==> src/rtl/cpu_core_consts.vh <==
// Constants for the flag, vector and address generation core.
`ifndef CPU_CORE_CONSTS_VH
`define CPU_CORE_CONSTS_VH
// ----------------------------------------
// Reset vectors
// ----------------------------------------
`define VEC_NORM_RESET 16'hFFFE
`define VEC_NORM_CLKMON 16'hFFFC
`define VEC_NORM_WDOG 16'hFFFA
`define VEC_BOOT_RESET 16'hBFFE
`define VEC_BOOT_CLKMON 16'hBFFC
`define VEC_BOOT_WDOG 16'hBFFA
// ----------------------------------------
// Flag register bit positions
// ----------------------------------------
`define FLG_C 0
`define FLG_V 1
`define FLG_Z 2
`define FLG_N 3
`define FLG_I 4
`define FLG_H 5
`define FLG_X 6
`define FLG_S 7
`define FLAGS_RESET 8'hD0
// ----------------------------------------
// Reset causes, addressing modes, prebytes
// ----------------------------------------
`define CAUSE_PIN 2'h0
`define CAUSE_CLKMON 2'h1
`define CAUSE_WDOG 2'h2
`define AM_INH 3'h0
`define AM_IMM 3'h1
`define AM_DIR 3'h2
`define AM_EXT 3'h3
`define AM_IDX 3'h4
`define AM_REL 3'h5
`define PRE_P1 8'h18
`define PRE_P2 8'h1A
`define PRE_P3 8'hCD
`endif

==> src/rtl/cpu_flags_vectors_addressing.v <==
// CPU core state: program counter, flag register, vectors and addressing.
// Notes on behaviour
// - Sixteen-bit counter holds next fetch address.
// - Normal mode vectors FFFE, FFFC, FFFA by cause.
// - Test or boot vectors BFFE, BFFC, BFFA.
// - Eight-bit flags: C V Z N I H X S.
// - Push, pull, index add, transfers keep flags.
// - Carry from ALU, mul/div error, shifts.
// - Overflow follows arithmetic overflow.
// - Zero on zero result; index step Z only.
// - Negative equals result most significant bit.
// - I mask blocks maskable interrupts; reset sets it.
// - Interrupt sets I after stacking, before vector.
// - Half carry from bit 3 into 4.
// - X masks pin interrupt; acknowledge sets both.
// - X cleared only by transfer or return.
// - Stop acts as no-op while S set.
// - Words big-endian, no alignment imposed.
// - Prebyte redirects opcode page from page 0.
// - Instructions one to five bytes long.
// - Immediate operand follows opcode, width-sized.
// - Direct address high byte forced zero.
// - Extended address from two following bytes.
// - Indexed adds unsigned byte to index.
// - Taken branch adds signed offset to counter.
`timescale 1ns/1ps
`include "cpu_core_consts.vh"
module cpu_flags_vectors_addressing (
   input wire clk,
   input wire rst,
   input wire boot_mode,
   input wire [1:0] reset_cause,
   input wire vec_hi_valid,
   input wire vec_lo_valid,
   input wire [7:0] vec_byte,
   input wire byte_valid,
   input wire [7:0] fetch_byte,
   input wire [1:0] operand_count,
   input wire [2:0] addr_mode,
   input wire use_second_index,
   input wire [7:0] op_hi,
   input wire [7:0] op_lo,
   input wire [15:0] operand_addr,
   input wire [15:0] first_index_reg,
   input wire [15:0] second_index_reg,
   input wire instr_done,
   input wire branch_taken,
   input wire jump_load,
   input wire keep_flags,
   input wire upd_c,
   input wire upd_v,
   input wire upd_z,
   input wire upd_n,
   input wire upd_h,
   input wire z_only,
   input wire alu_carry,
   input wire alu_overflow,
   input wire alu_half_carry,
   input wire [15:0] alu_result,
   input wire result_wide,
   input wire set_c,
   input wire clr_c,
   input wire set_v,
   input wire clr_v,
   input wire set_i,
   input wire clr_i,
   input wire flags_load,
   input wire flags_from_return,
   input wire [7:0] flags_load_value,
   input wire irq_pending,
   input wire nonmaskable_pin_request,
   input wire regs_stacked,
   input wire stop_instr,
   output reg [15:0] pc,
   output reg [7:0] flag_register,
   output reg [15:0] vector_addr,
   output reg vector_fetch_req,
   output reg irq_accept,
   output reg nmi_accept,
   output reg stop_enter,
   output reg [1:0] page,
   output reg opcode_valid,
   output reg [2:0] instr_len,
   output reg [15:0] ea
);
   // ----------------------------------------
   // Local state
   // ----------------------------------------
   localparam ST_RESET = 3'b001;
   localparam ST_RUN = 3'b010;
   localparam ST_INTR = 3'b100;
   reg [2:0] state_reg;
   reg [2:0] state_next;
   reg [15:0] pc_next;
   reg [7:0] flags_next;
   reg [7:0] vec_hi_reg;
   reg nmi_sel_reg;
   reg [15:0] ea_w;
   reg [15:0] int_vec_base;
   wire [15:0] ea_c;
   wire [1:0] page_c;
   wire opv_c;
   wire [2:0] len_c;
   wire [15:0] pc_seq;
   wire result_zero;
   wire result_msb;
   reg boot_meta_reg;
   reg boot_sync_reg;
   reg nmi_meta_reg;
   reg nmi_sync_reg;
   reg irq_meta_reg;
   reg irq_sync_reg;
   wire nmi_take;
   wire irq_take;

   // ----------------------------------------
   // Functions
   // ----------------------------------------
   function [15:0] reset_vector;
      input boot;
      input [1:0] cause;
      begin
         case (cause)
            `CAUSE_CLKMON: reset_vector = boot ? `VEC_BOOT_CLKMON : `VEC_NORM_CLKMON;
            `CAUSE_WDOG: reset_vector = boot ? `VEC_BOOT_WDOG : `VEC_NORM_WDOG;
            default: reset_vector = boot ? `VEC_BOOT_RESET : `VEC_NORM_RESET;
         endcase
      end
   endfunction

   // Words are big-endian: the first byte fetched is the high half.
   function [15:0] word_of;
      input [7:0] hi_byte;
      input [7:0] lo_byte;
      begin
         word_of = {hi_byte, lo_byte};
      end
   endfunction

   function take_request;
      input request;
      input mask;
      begin
         take_request = request & ~mask;
      end
   endfunction

   // ----------------------------------------
   // Pin synchronisers and interrupt gating
   // ----------------------------------------
   // Mode strap and request lines come from outside the clock domain; only stage two is read.
   // The strap stages carry no reset, so the strap has settled before reset is released.
   always @(posedge clk) begin
      boot_meta_reg <= boot_mode;
      boot_sync_reg <= boot_meta_reg;
   end

   // A request is seen two cycles late and must stand until it is accepted.
   always @(posedge clk or posedge rst) begin
      if (rst) begin
         nmi_meta_reg <= 1'b0;
         nmi_sync_reg <= 1'b0;
         irq_meta_reg <= 1'b0;
         irq_sync_reg <= 1'b0;
      end else begin
         nmi_meta_reg <= nonmaskable_pin_request;
         nmi_sync_reg <= nmi_meta_reg;
         irq_meta_reg <= irq_pending;
         irq_sync_reg <= irq_meta_reg;
      end
   end

   // The pin request is tested ahead of the maskable one, so it wins a tie.
   assign nmi_take = take_request(nmi_sync_reg, flag_register[`FLG_X]);
   assign irq_take = take_request(irq_sync_reg, flag_register[`FLG_I]);

   // ----------------------------------------
   // Submodules
   // ----------------------------------------
   assign pc_seq = pc + {13'h0000, len_c};

   opcode_pager u_pager (
      .clk(clk),
      .rst(rst),
      .byte_valid(byte_valid),
      .fetch_byte(fetch_byte),
      .operand_count(operand_count),
      .page(page_c),
      .opcode_valid(opv_c),
      .instr_len(len_c)
   );

   ea_gen u_ea (
      .mode(addr_mode),
      .pc_next_instr(pc_seq),
      .operand_addr(operand_addr),
      .op_hi(op_hi),
      .op_lo(op_lo),
      .first_index_reg(first_index_reg),
      .second_index_reg(second_index_reg),
      .use_second_index(use_second_index),
      .ea(ea_c)
   );

   // ----------------------------------------
   // Flag computation
   // ----------------------------------------
   assign result_zero = result_wide ? (alu_result == 16'h0000) : (alu_result[7:0] == 8'h00);
   assign result_msb = result_wide ? alu_result[15] : alu_result[7];

   always @* begin
      flags_next = flag_register;
      if (flags_load) begin
         flags_next = flags_load_value;
         // X may fall but never rise by software.
         flags_next[`FLG_X] = flag_register[`FLG_X] & flags_load_value[`FLG_X];
      end else if (!keep_flags) begin
         if (z_only) begin
            flags_next[`FLG_Z] = result_zero;
         end else begin
            if (upd_c) begin
               flags_next[`FLG_C] = alu_carry;
            end
            if (upd_v) begin
               flags_next[`FLG_V] = alu_overflow;
            end
            if (upd_z) begin
               flags_next[`FLG_Z] = result_zero;
            end
            if (upd_n) begin
               flags_next[`FLG_N] = result_msb;
            end
            if (upd_h) begin
               flags_next[`FLG_H] = alu_half_carry;
            end
         end
         if (set_c) begin
            flags_next[`FLG_C] = 1'b1;
         end
         if (clr_c) begin
            flags_next[`FLG_C] = 1'b0;
         end
         if (set_v) begin
            flags_next[`FLG_V] = 1'b1;
         end
         if (clr_v) begin
            flags_next[`FLG_V] = 1'b0;
         end
         if (clr_i) begin
            flags_next[`FLG_I] = 1'b0;
         end
         if (set_i) begin
            flags_next[`FLG_I] = 1'b1;
         end
      end
      // Hardware setting of masks wins over any software write in the same cycle.
      if (state_reg == ST_INTR && regs_stacked) begin
         flags_next[`FLG_I] = 1'b1;
         if (nmi_sel_reg) begin
            flags_next[`FLG_X] = 1'b1;
         end
      end
   end

   // ----------------------------------------
   // Sequencing
   // ----------------------------------------
   always @* begin
      state_next = state_reg;
      pc_next = pc;
      irq_accept = 1'b0;
      nmi_accept = 1'b0;
      stop_enter = 1'b0;
      vector_fetch_req = 1'b0;
      int_vec_base = 16'h0000;
      page = page_c;
      opcode_valid = opv_c;
      instr_len = len_c;
      ea = ea_c;
      ea_w = ea_c;
      case (state_reg)
         ST_RESET: begin
            if (vec_lo_valid) begin
               pc_next = word_of(vec_hi_reg, vec_byte);
               state_next = ST_RUN;
            end
         end
         ST_RUN: begin
            if (instr_done) begin
               if (stop_instr) begin
                  stop_enter = ~flag_register[`FLG_S];
               end
               if (branch_taken && addr_mode == `AM_REL) begin
                  pc_next = ea_w;
               end else if (jump_load) begin
                  pc_next = ea_w;
               end else begin
                  pc_next = pc_seq;
               end
               if (nmi_take) begin
                  nmi_accept = 1'b1;
                  state_next = ST_INTR;
               end else if (irq_take) begin
                  irq_accept = 1'b1;
                  state_next = ST_INTR;
               end
            end
         end
         ST_INTR: begin
            vector_fetch_req = regs_stacked;
            if (vec_lo_valid) begin
               pc_next = word_of(vec_hi_reg, vec_byte);
               state_next = ST_RUN;
            end
         end
         default: state_next = ST_RESET;
      endcase
      vector_addr = (state_reg == ST_RESET) ? reset_vector(boot_sync_reg, reset_cause)
         : int_vec_base;
   end

   // ----------------------------------------
   // State registers
   // ----------------------------------------
   always @(posedge clk or posedge rst) begin
      if (rst) begin
         state_reg <= ST_RESET;
         pc <= 16'h0000;
         flag_register <= `FLAGS_RESET;
         vec_hi_reg <= 8'h00;
         nmi_sel_reg <= 1'b0;
      end else begin
         state_reg <= state_next;
         pc <= pc_next;
         flag_register <= flags_next;
         if (vec_hi_valid) begin
            vec_hi_reg <= vec_byte;
         end
         if (nmi_accept || irq_accept) begin
            nmi_sel_reg <= nmi_accept;
         end
      end
   end
endmodule // cpu_flags_vectors_addressing

==> src/rtl/ea_gen.v <==
// Effective address generator for all addressing modes.
`timescale 1ns/1ps
`include "cpu_core_consts.vh"
module ea_gen (
   input wire [2:0] mode,
   input wire [15:0] pc_next_instr,
   input wire [15:0] operand_addr,
   input wire [7:0] op_hi,
   input wire [7:0] op_lo,
   input wire [15:0] first_index_reg,
   input wire [15:0] second_index_reg,
   input wire use_second_index,
   output reg [15:0] ea
);
   reg [15:0] base;
   always @* begin
      base = use_second_index ? second_index_reg : first_index_reg;
      case (mode)
         `AM_IMM: ea = operand_addr;
         `AM_DIR: ea = {8'h00, op_hi};
         `AM_EXT: ea = {op_hi, op_lo};
         `AM_IDX: ea = base + {8'h00, op_hi};
         `AM_REL: ea = pc_next_instr + {{8{op_hi[7]}}, op_hi};
         default: ea = pc_next_instr;
      endcase
   end
endmodule // ea_gen

==> src/rtl/opcode_pager.v <==
// Prebyte tracking and instruction length accounting.
`timescale 1ns/1ps
`include "cpu_core_consts.vh"
module opcode_pager (
   input wire clk,
   input wire rst,
   input wire byte_valid,
   input wire [7:0] fetch_byte,
   input wire [1:0] operand_count,
   output reg [1:0] page,
   output wire opcode_valid,
   output reg [2:0] instr_len
);
   reg [1:0] page_reg;
   reg [1:0] page_next;
   reg pre_seen_reg;
   reg is_pre;
   always @* begin
      is_pre = 1'b0;
      page_next = 2'h0;
      if (!pre_seen_reg) begin
         case (fetch_byte)
            `PRE_P1: begin is_pre = 1'b1; page_next = 2'h1; end
            `PRE_P2: begin is_pre = 1'b1; page_next = 2'h2; end
            `PRE_P3: begin is_pre = 1'b1; page_next = 2'h3; end
            default: begin is_pre = 1'b0; page_next = 2'h0; end
         endcase
      end
      page = pre_seen_reg ? page_reg : 2'h0;
      instr_len = {2'h0, pre_seen_reg} + 3'h1 + {1'b0, operand_count};
   end
   assign opcode_valid = byte_valid && !is_pre;
   always @(posedge clk or posedge rst) begin
      if (rst) begin
         page_reg <= 2'h0;
         pre_seen_reg <= 1'b0;
      end else if (byte_valid) begin
         page_reg <= page_next;
         pre_seen_reg <= is_pre;
      end
   end
endmodule // opcode_pager

==> config.mk <==
export PLATFORM = sky130hd
export DESIGN_NAME = cpu_flags_vectors_addressing
export DESIGN_NICKNAME = d
export VERILOG_FILES = /design/src/rtl/cpu_flags_vectors_addressing.v /design/src/rtl/ea_gen.v /design/src/rtl/opcode_pager.v
export VERILOG_INCLUDE_DIRS = /design/src /design/src/rtl
export SDC_FILE = /design/constraint.sdc
export NUM_CORES = 1
export LEC_CHECK = 0
export BUFFER_PORTS_ARGS = -buffer_cell sky130_fd_sc_hd__clkbuf_2
export CORE_ASPECT_RATIO = 1.5
export CORE_MARGIN = 1.5
export CORE_UTILIZATION = 40
export DETAILED_ROUTE_END_ITERATION = 8
export GPL_TIMING_DRIVEN = 1
export PLACE_DENSITY = 0.68
export SLEW_MARGIN = 40
export SYNTH_ARGS = -nofsm -noshare
export SYNTH_HDL_FRONTEND = slang
export SYNTH_SLANG_ARGS = --single-unit
==> constraint.sdc <==
create_clock -name clk -period 5.5 [get_ports clk]
set_input_delay 0.825 -clock clk [delete_from_list [all_inputs] [get_ports clk]]
set_output_delay 0.825 -clock clk [all_outputs]
set_load 0.01 [all_outputs]
==> out/qor.txt <==
Run status: completed
Diodes inserted: 0
Most common cell in the synthesized netlist: nand2_1
RSZ-0062 raised after global routing: yes
First-pass GRT wire length: 24.47 mm
Initial core utilization: 41.06%
Critical path origin: operand_count[0]
Post-synth net total: 841
Final core occ: 53.80%
Initial antenna violation count: 0
Nets@finish: 1048
Dpl hpwl: 13.14 mm
#FFs+latches synth: 45
# IOs: 210
Reg2reg end: pc[13]
Chip width: 95.30 um
DRT Wirelength: 15.93 mm
Inst Count DP: 1015
Hold_ws: 0.3266 ns
Core ar.: 0.01245 sq mm
Worst path buffer plus inverter count: 4
Ratio of final minimum period to clock period: 97.25%
Count of cell types in the netlist: 77
Crit-path slowest cell: fa_2
CTS tree: done
CP Capture Point: ea[11]
Vias per Instance: 5.451
Num CTS Buffers: 5
Reg clk slew, reported paths: 0.06 ns
WP data arrival: 4.52 ns
Synth top area share: 19.09%
Via count: 5593
Final Cell Area: 0.006698 sq mm
Place WS: -0.02132 ns
Setup crit end kind: output port
Synth Area per Inst: 7.721 sq um
VDD IR-drop max: 0.0001389 V
Residual DRC: 0
Global route overflow: 0
Gpl congestion: 0.9363
Sequential area share after synthesis: 21.93%
Mapped Area: 0.005111 sq mm
Asr flop ratio synth: 95.56%
Clock Path Buffers: 2
Synth top cells by count: 63 x nand2_1, 61 x nor2_1, 59 x a21oi_1
Top cells by area, synth: dfrtp_1 19%, ha_1 7.6%, a21oi_1 5.8%
RR Startpoint: u_pager.pre_seen_reg
Antenna Violating Nets Remaining: 0
Synth-to-layout area growth: 31.04%
Clock Latency Late Sink: 0.29 ns
H-tree depth: 2
Max-cap violations: 0
Max reg flops: 16
Endpoints failing setup: 0
Worst relative slew slack: 45.74%
R2R cell count: 20
Worst Path Required: 4.68 ns
Initial DRC Count: 246
Full die area: 0.01348 sq mm
Setup WS post-layout: 0.1514 ns
Peak Freq: 187.0 MHz
Crit path max fanout: 5
CP Class: in -> out
Critical Path Source Type: input pin
Non-filler cells, final: 1026
Gr usage total: 23.08%
Crit-path cells: clkbuf_2 -> ha_2 -> fa_2 -> ha_1 -> a21o_1 -> a21oi_4 -> nor2_2 -> xnor2_1 -> inv_1 -> ha_4 -> and2_4 -> a221o_1 -> a31oi_4 -> buf_6 -> nand2_4 -> xor2_1 -> nand2_1 -> a32oi_2 -> buf_2
Pre-antenna DRT Iters: 5
Fin. max-slew vios: 0
Cells after Synth: 662
Port Buf Inserts: 207
Synth Warn #: 0
R2R setup slack: 1.11 ns
Row Count: 50
DP Area: 0.006352 sq mm
Clk_skew: 0.003015 ns
Vias in the first global route: 5119
Slowest stage delay, CP: 0.57 ns
Largest net degree at the start of global routing: 44
Ratio of cells with drive above 1 in the final layout: 35.86%
Pwr Density: 400.8 mW/mm^2
Yosys top cell by area: dfrtp_1
Tightest Pin Transition: 0.8109 ns
CTS root buffer: clkbuf_16
Fin. Hold Viols: 0
Die H: 141.4 um
Post-synth EDFFs: 0
Number of hold buffers added after cts: 0
Static leakage: 3.238 nW
Avg WL per Cell: 15.53 um
CP Depth: 19
Cell family with most CP delay: compound AO/OA/AOI/OAI gates
Num Clock Sinks: 45
Crit path time final: 5.349 ns
Min-Delay Path Class: reg -> reg
Top_reg_cell synth: dfrtp_1
[per-layer routing]
metal | global-route usage (%) | vias up | part of all wire (%)
li1 | - | 2792 | -
met1 | 27.00 | 2542 | 39
met2 | 42.37 | 235 | 51
met3 | 2.572 | 24 | 7.1
met4 | 7.934 | 0 | 2.6
met5 | 0 | - | 0
[layout make-up]
cell class | instances | area [sq um]
timing repair buffer | 237 | 1269
multi-input combinational | 535 | 3769
clock inverter | 1 | 30.03
inverter | 45 | 171.4
clock buffer | 7 | 142.6
fill | 1268 | 5752
sequential | 45 | 1121
tap | 156 | 195.2
[timing repair]
action                                  in CTS  in global routing
endpoints found under the setup margin       2                  9
resized for setup                            4                 29
pin swaps                                    7                 21
buffers inserted                             1                  2
[stage by stage]
stage / total power [mW] / setup TNS, ns
floorplan: 1.705 / 0
global route: 2.907 / -0.06798
detailed placement: 2.218 / -0.03067
CTS: 2.606 / 0
finish: 2.684 / 0
global placement: 2.197 / 0
[logic make-up (layout without fill, tap and decap cells)]
family / count (synthesis) / after routing / share of synthesized area, %
AO/OA/AOI/OAI: 219 / 219 / 28.59
buffers and inverters: 82 / 290 / 7.197
other: 1 / 1 / 0.07337
AND/OR/NAND/NOR: 216 / 216 / 20.71
XOR/XNOR: 32 / 32 / 5.483
multiplexers: 32 / 32 / 6.854
flip-flops: 45 / 45 / 21.93
adder cells (fa/ha/maj): 35 / 35 / 9.155
[layout by cell type (no fill, tap or decap), types with 4 or more instances in the layout]
| cell type | count |
|---|---|
| clkbuf_2 | 205 |
| and3_1 | 6 |
| inv_2 | 5 |
| a31oi_1 | 9 |
| nand3_1 | 14 |
| buf_4 | 28 |
| xor2_1 | 11 |
| a21oi_1 | 55 |
| ha_1 | 27 |
| o22a_1 | 5 |
| a21oi_2 | 4 |
| o21a_1 | 5 |
| nor4_1 | 6 |
| dfrtp_1 | 39 |
| nand4_1 | 8 |
| inv_1 | 39 |
| o31a_1 | 7 |
| xor2_2 | 5 |
| o21bai_1 | 5 |
| nor2_1 | 60 |
| nand2_1 | 61 |
| o21ai_1 | 6 |
| nor3_1 | 10 |
| nor2b_1 | 16 |
| dfstp_2 | 4 |
| a211oi_1 | 16 |
| nand3b_1 | 5 |
| mux2_2 | 24 |
| xnor2_1 | 15 |
| clkbuf_16 | 5 |
| nand2b_1 | 10 |
| a221oi_1 | 4 |
| a21o_1 | 16 |
| o21ai_0 | 41 |
| mux2i_1 | 8 |
[worst min-delay path by stage]
stage	startpoint	endpoint	slack [ns]	cells after the start
3_3_place_gp	boot_meta_reg	boot_sync_reg	0.32	0
4_1_cts	boot_meta_reg	boot_sync_reg	0.33	0
3_5_place_dp	boot_meta_reg	boot_sync_reg	0.31	0
5_1_grt	boot_meta_reg	boot_sync_reg	0.34	0
6_report	boot_meta_reg	boot_sync_reg	0.33	0
2_1_floorplan	boot_meta_reg	boot_sync_reg	0.31	0
[power breakdown]
group,internal (mW),switching [mW]
combinational,0.814,0.980
clock,0.227,0.132
sequential,0.419,0.112
Power figures use the tool's default switching activity.
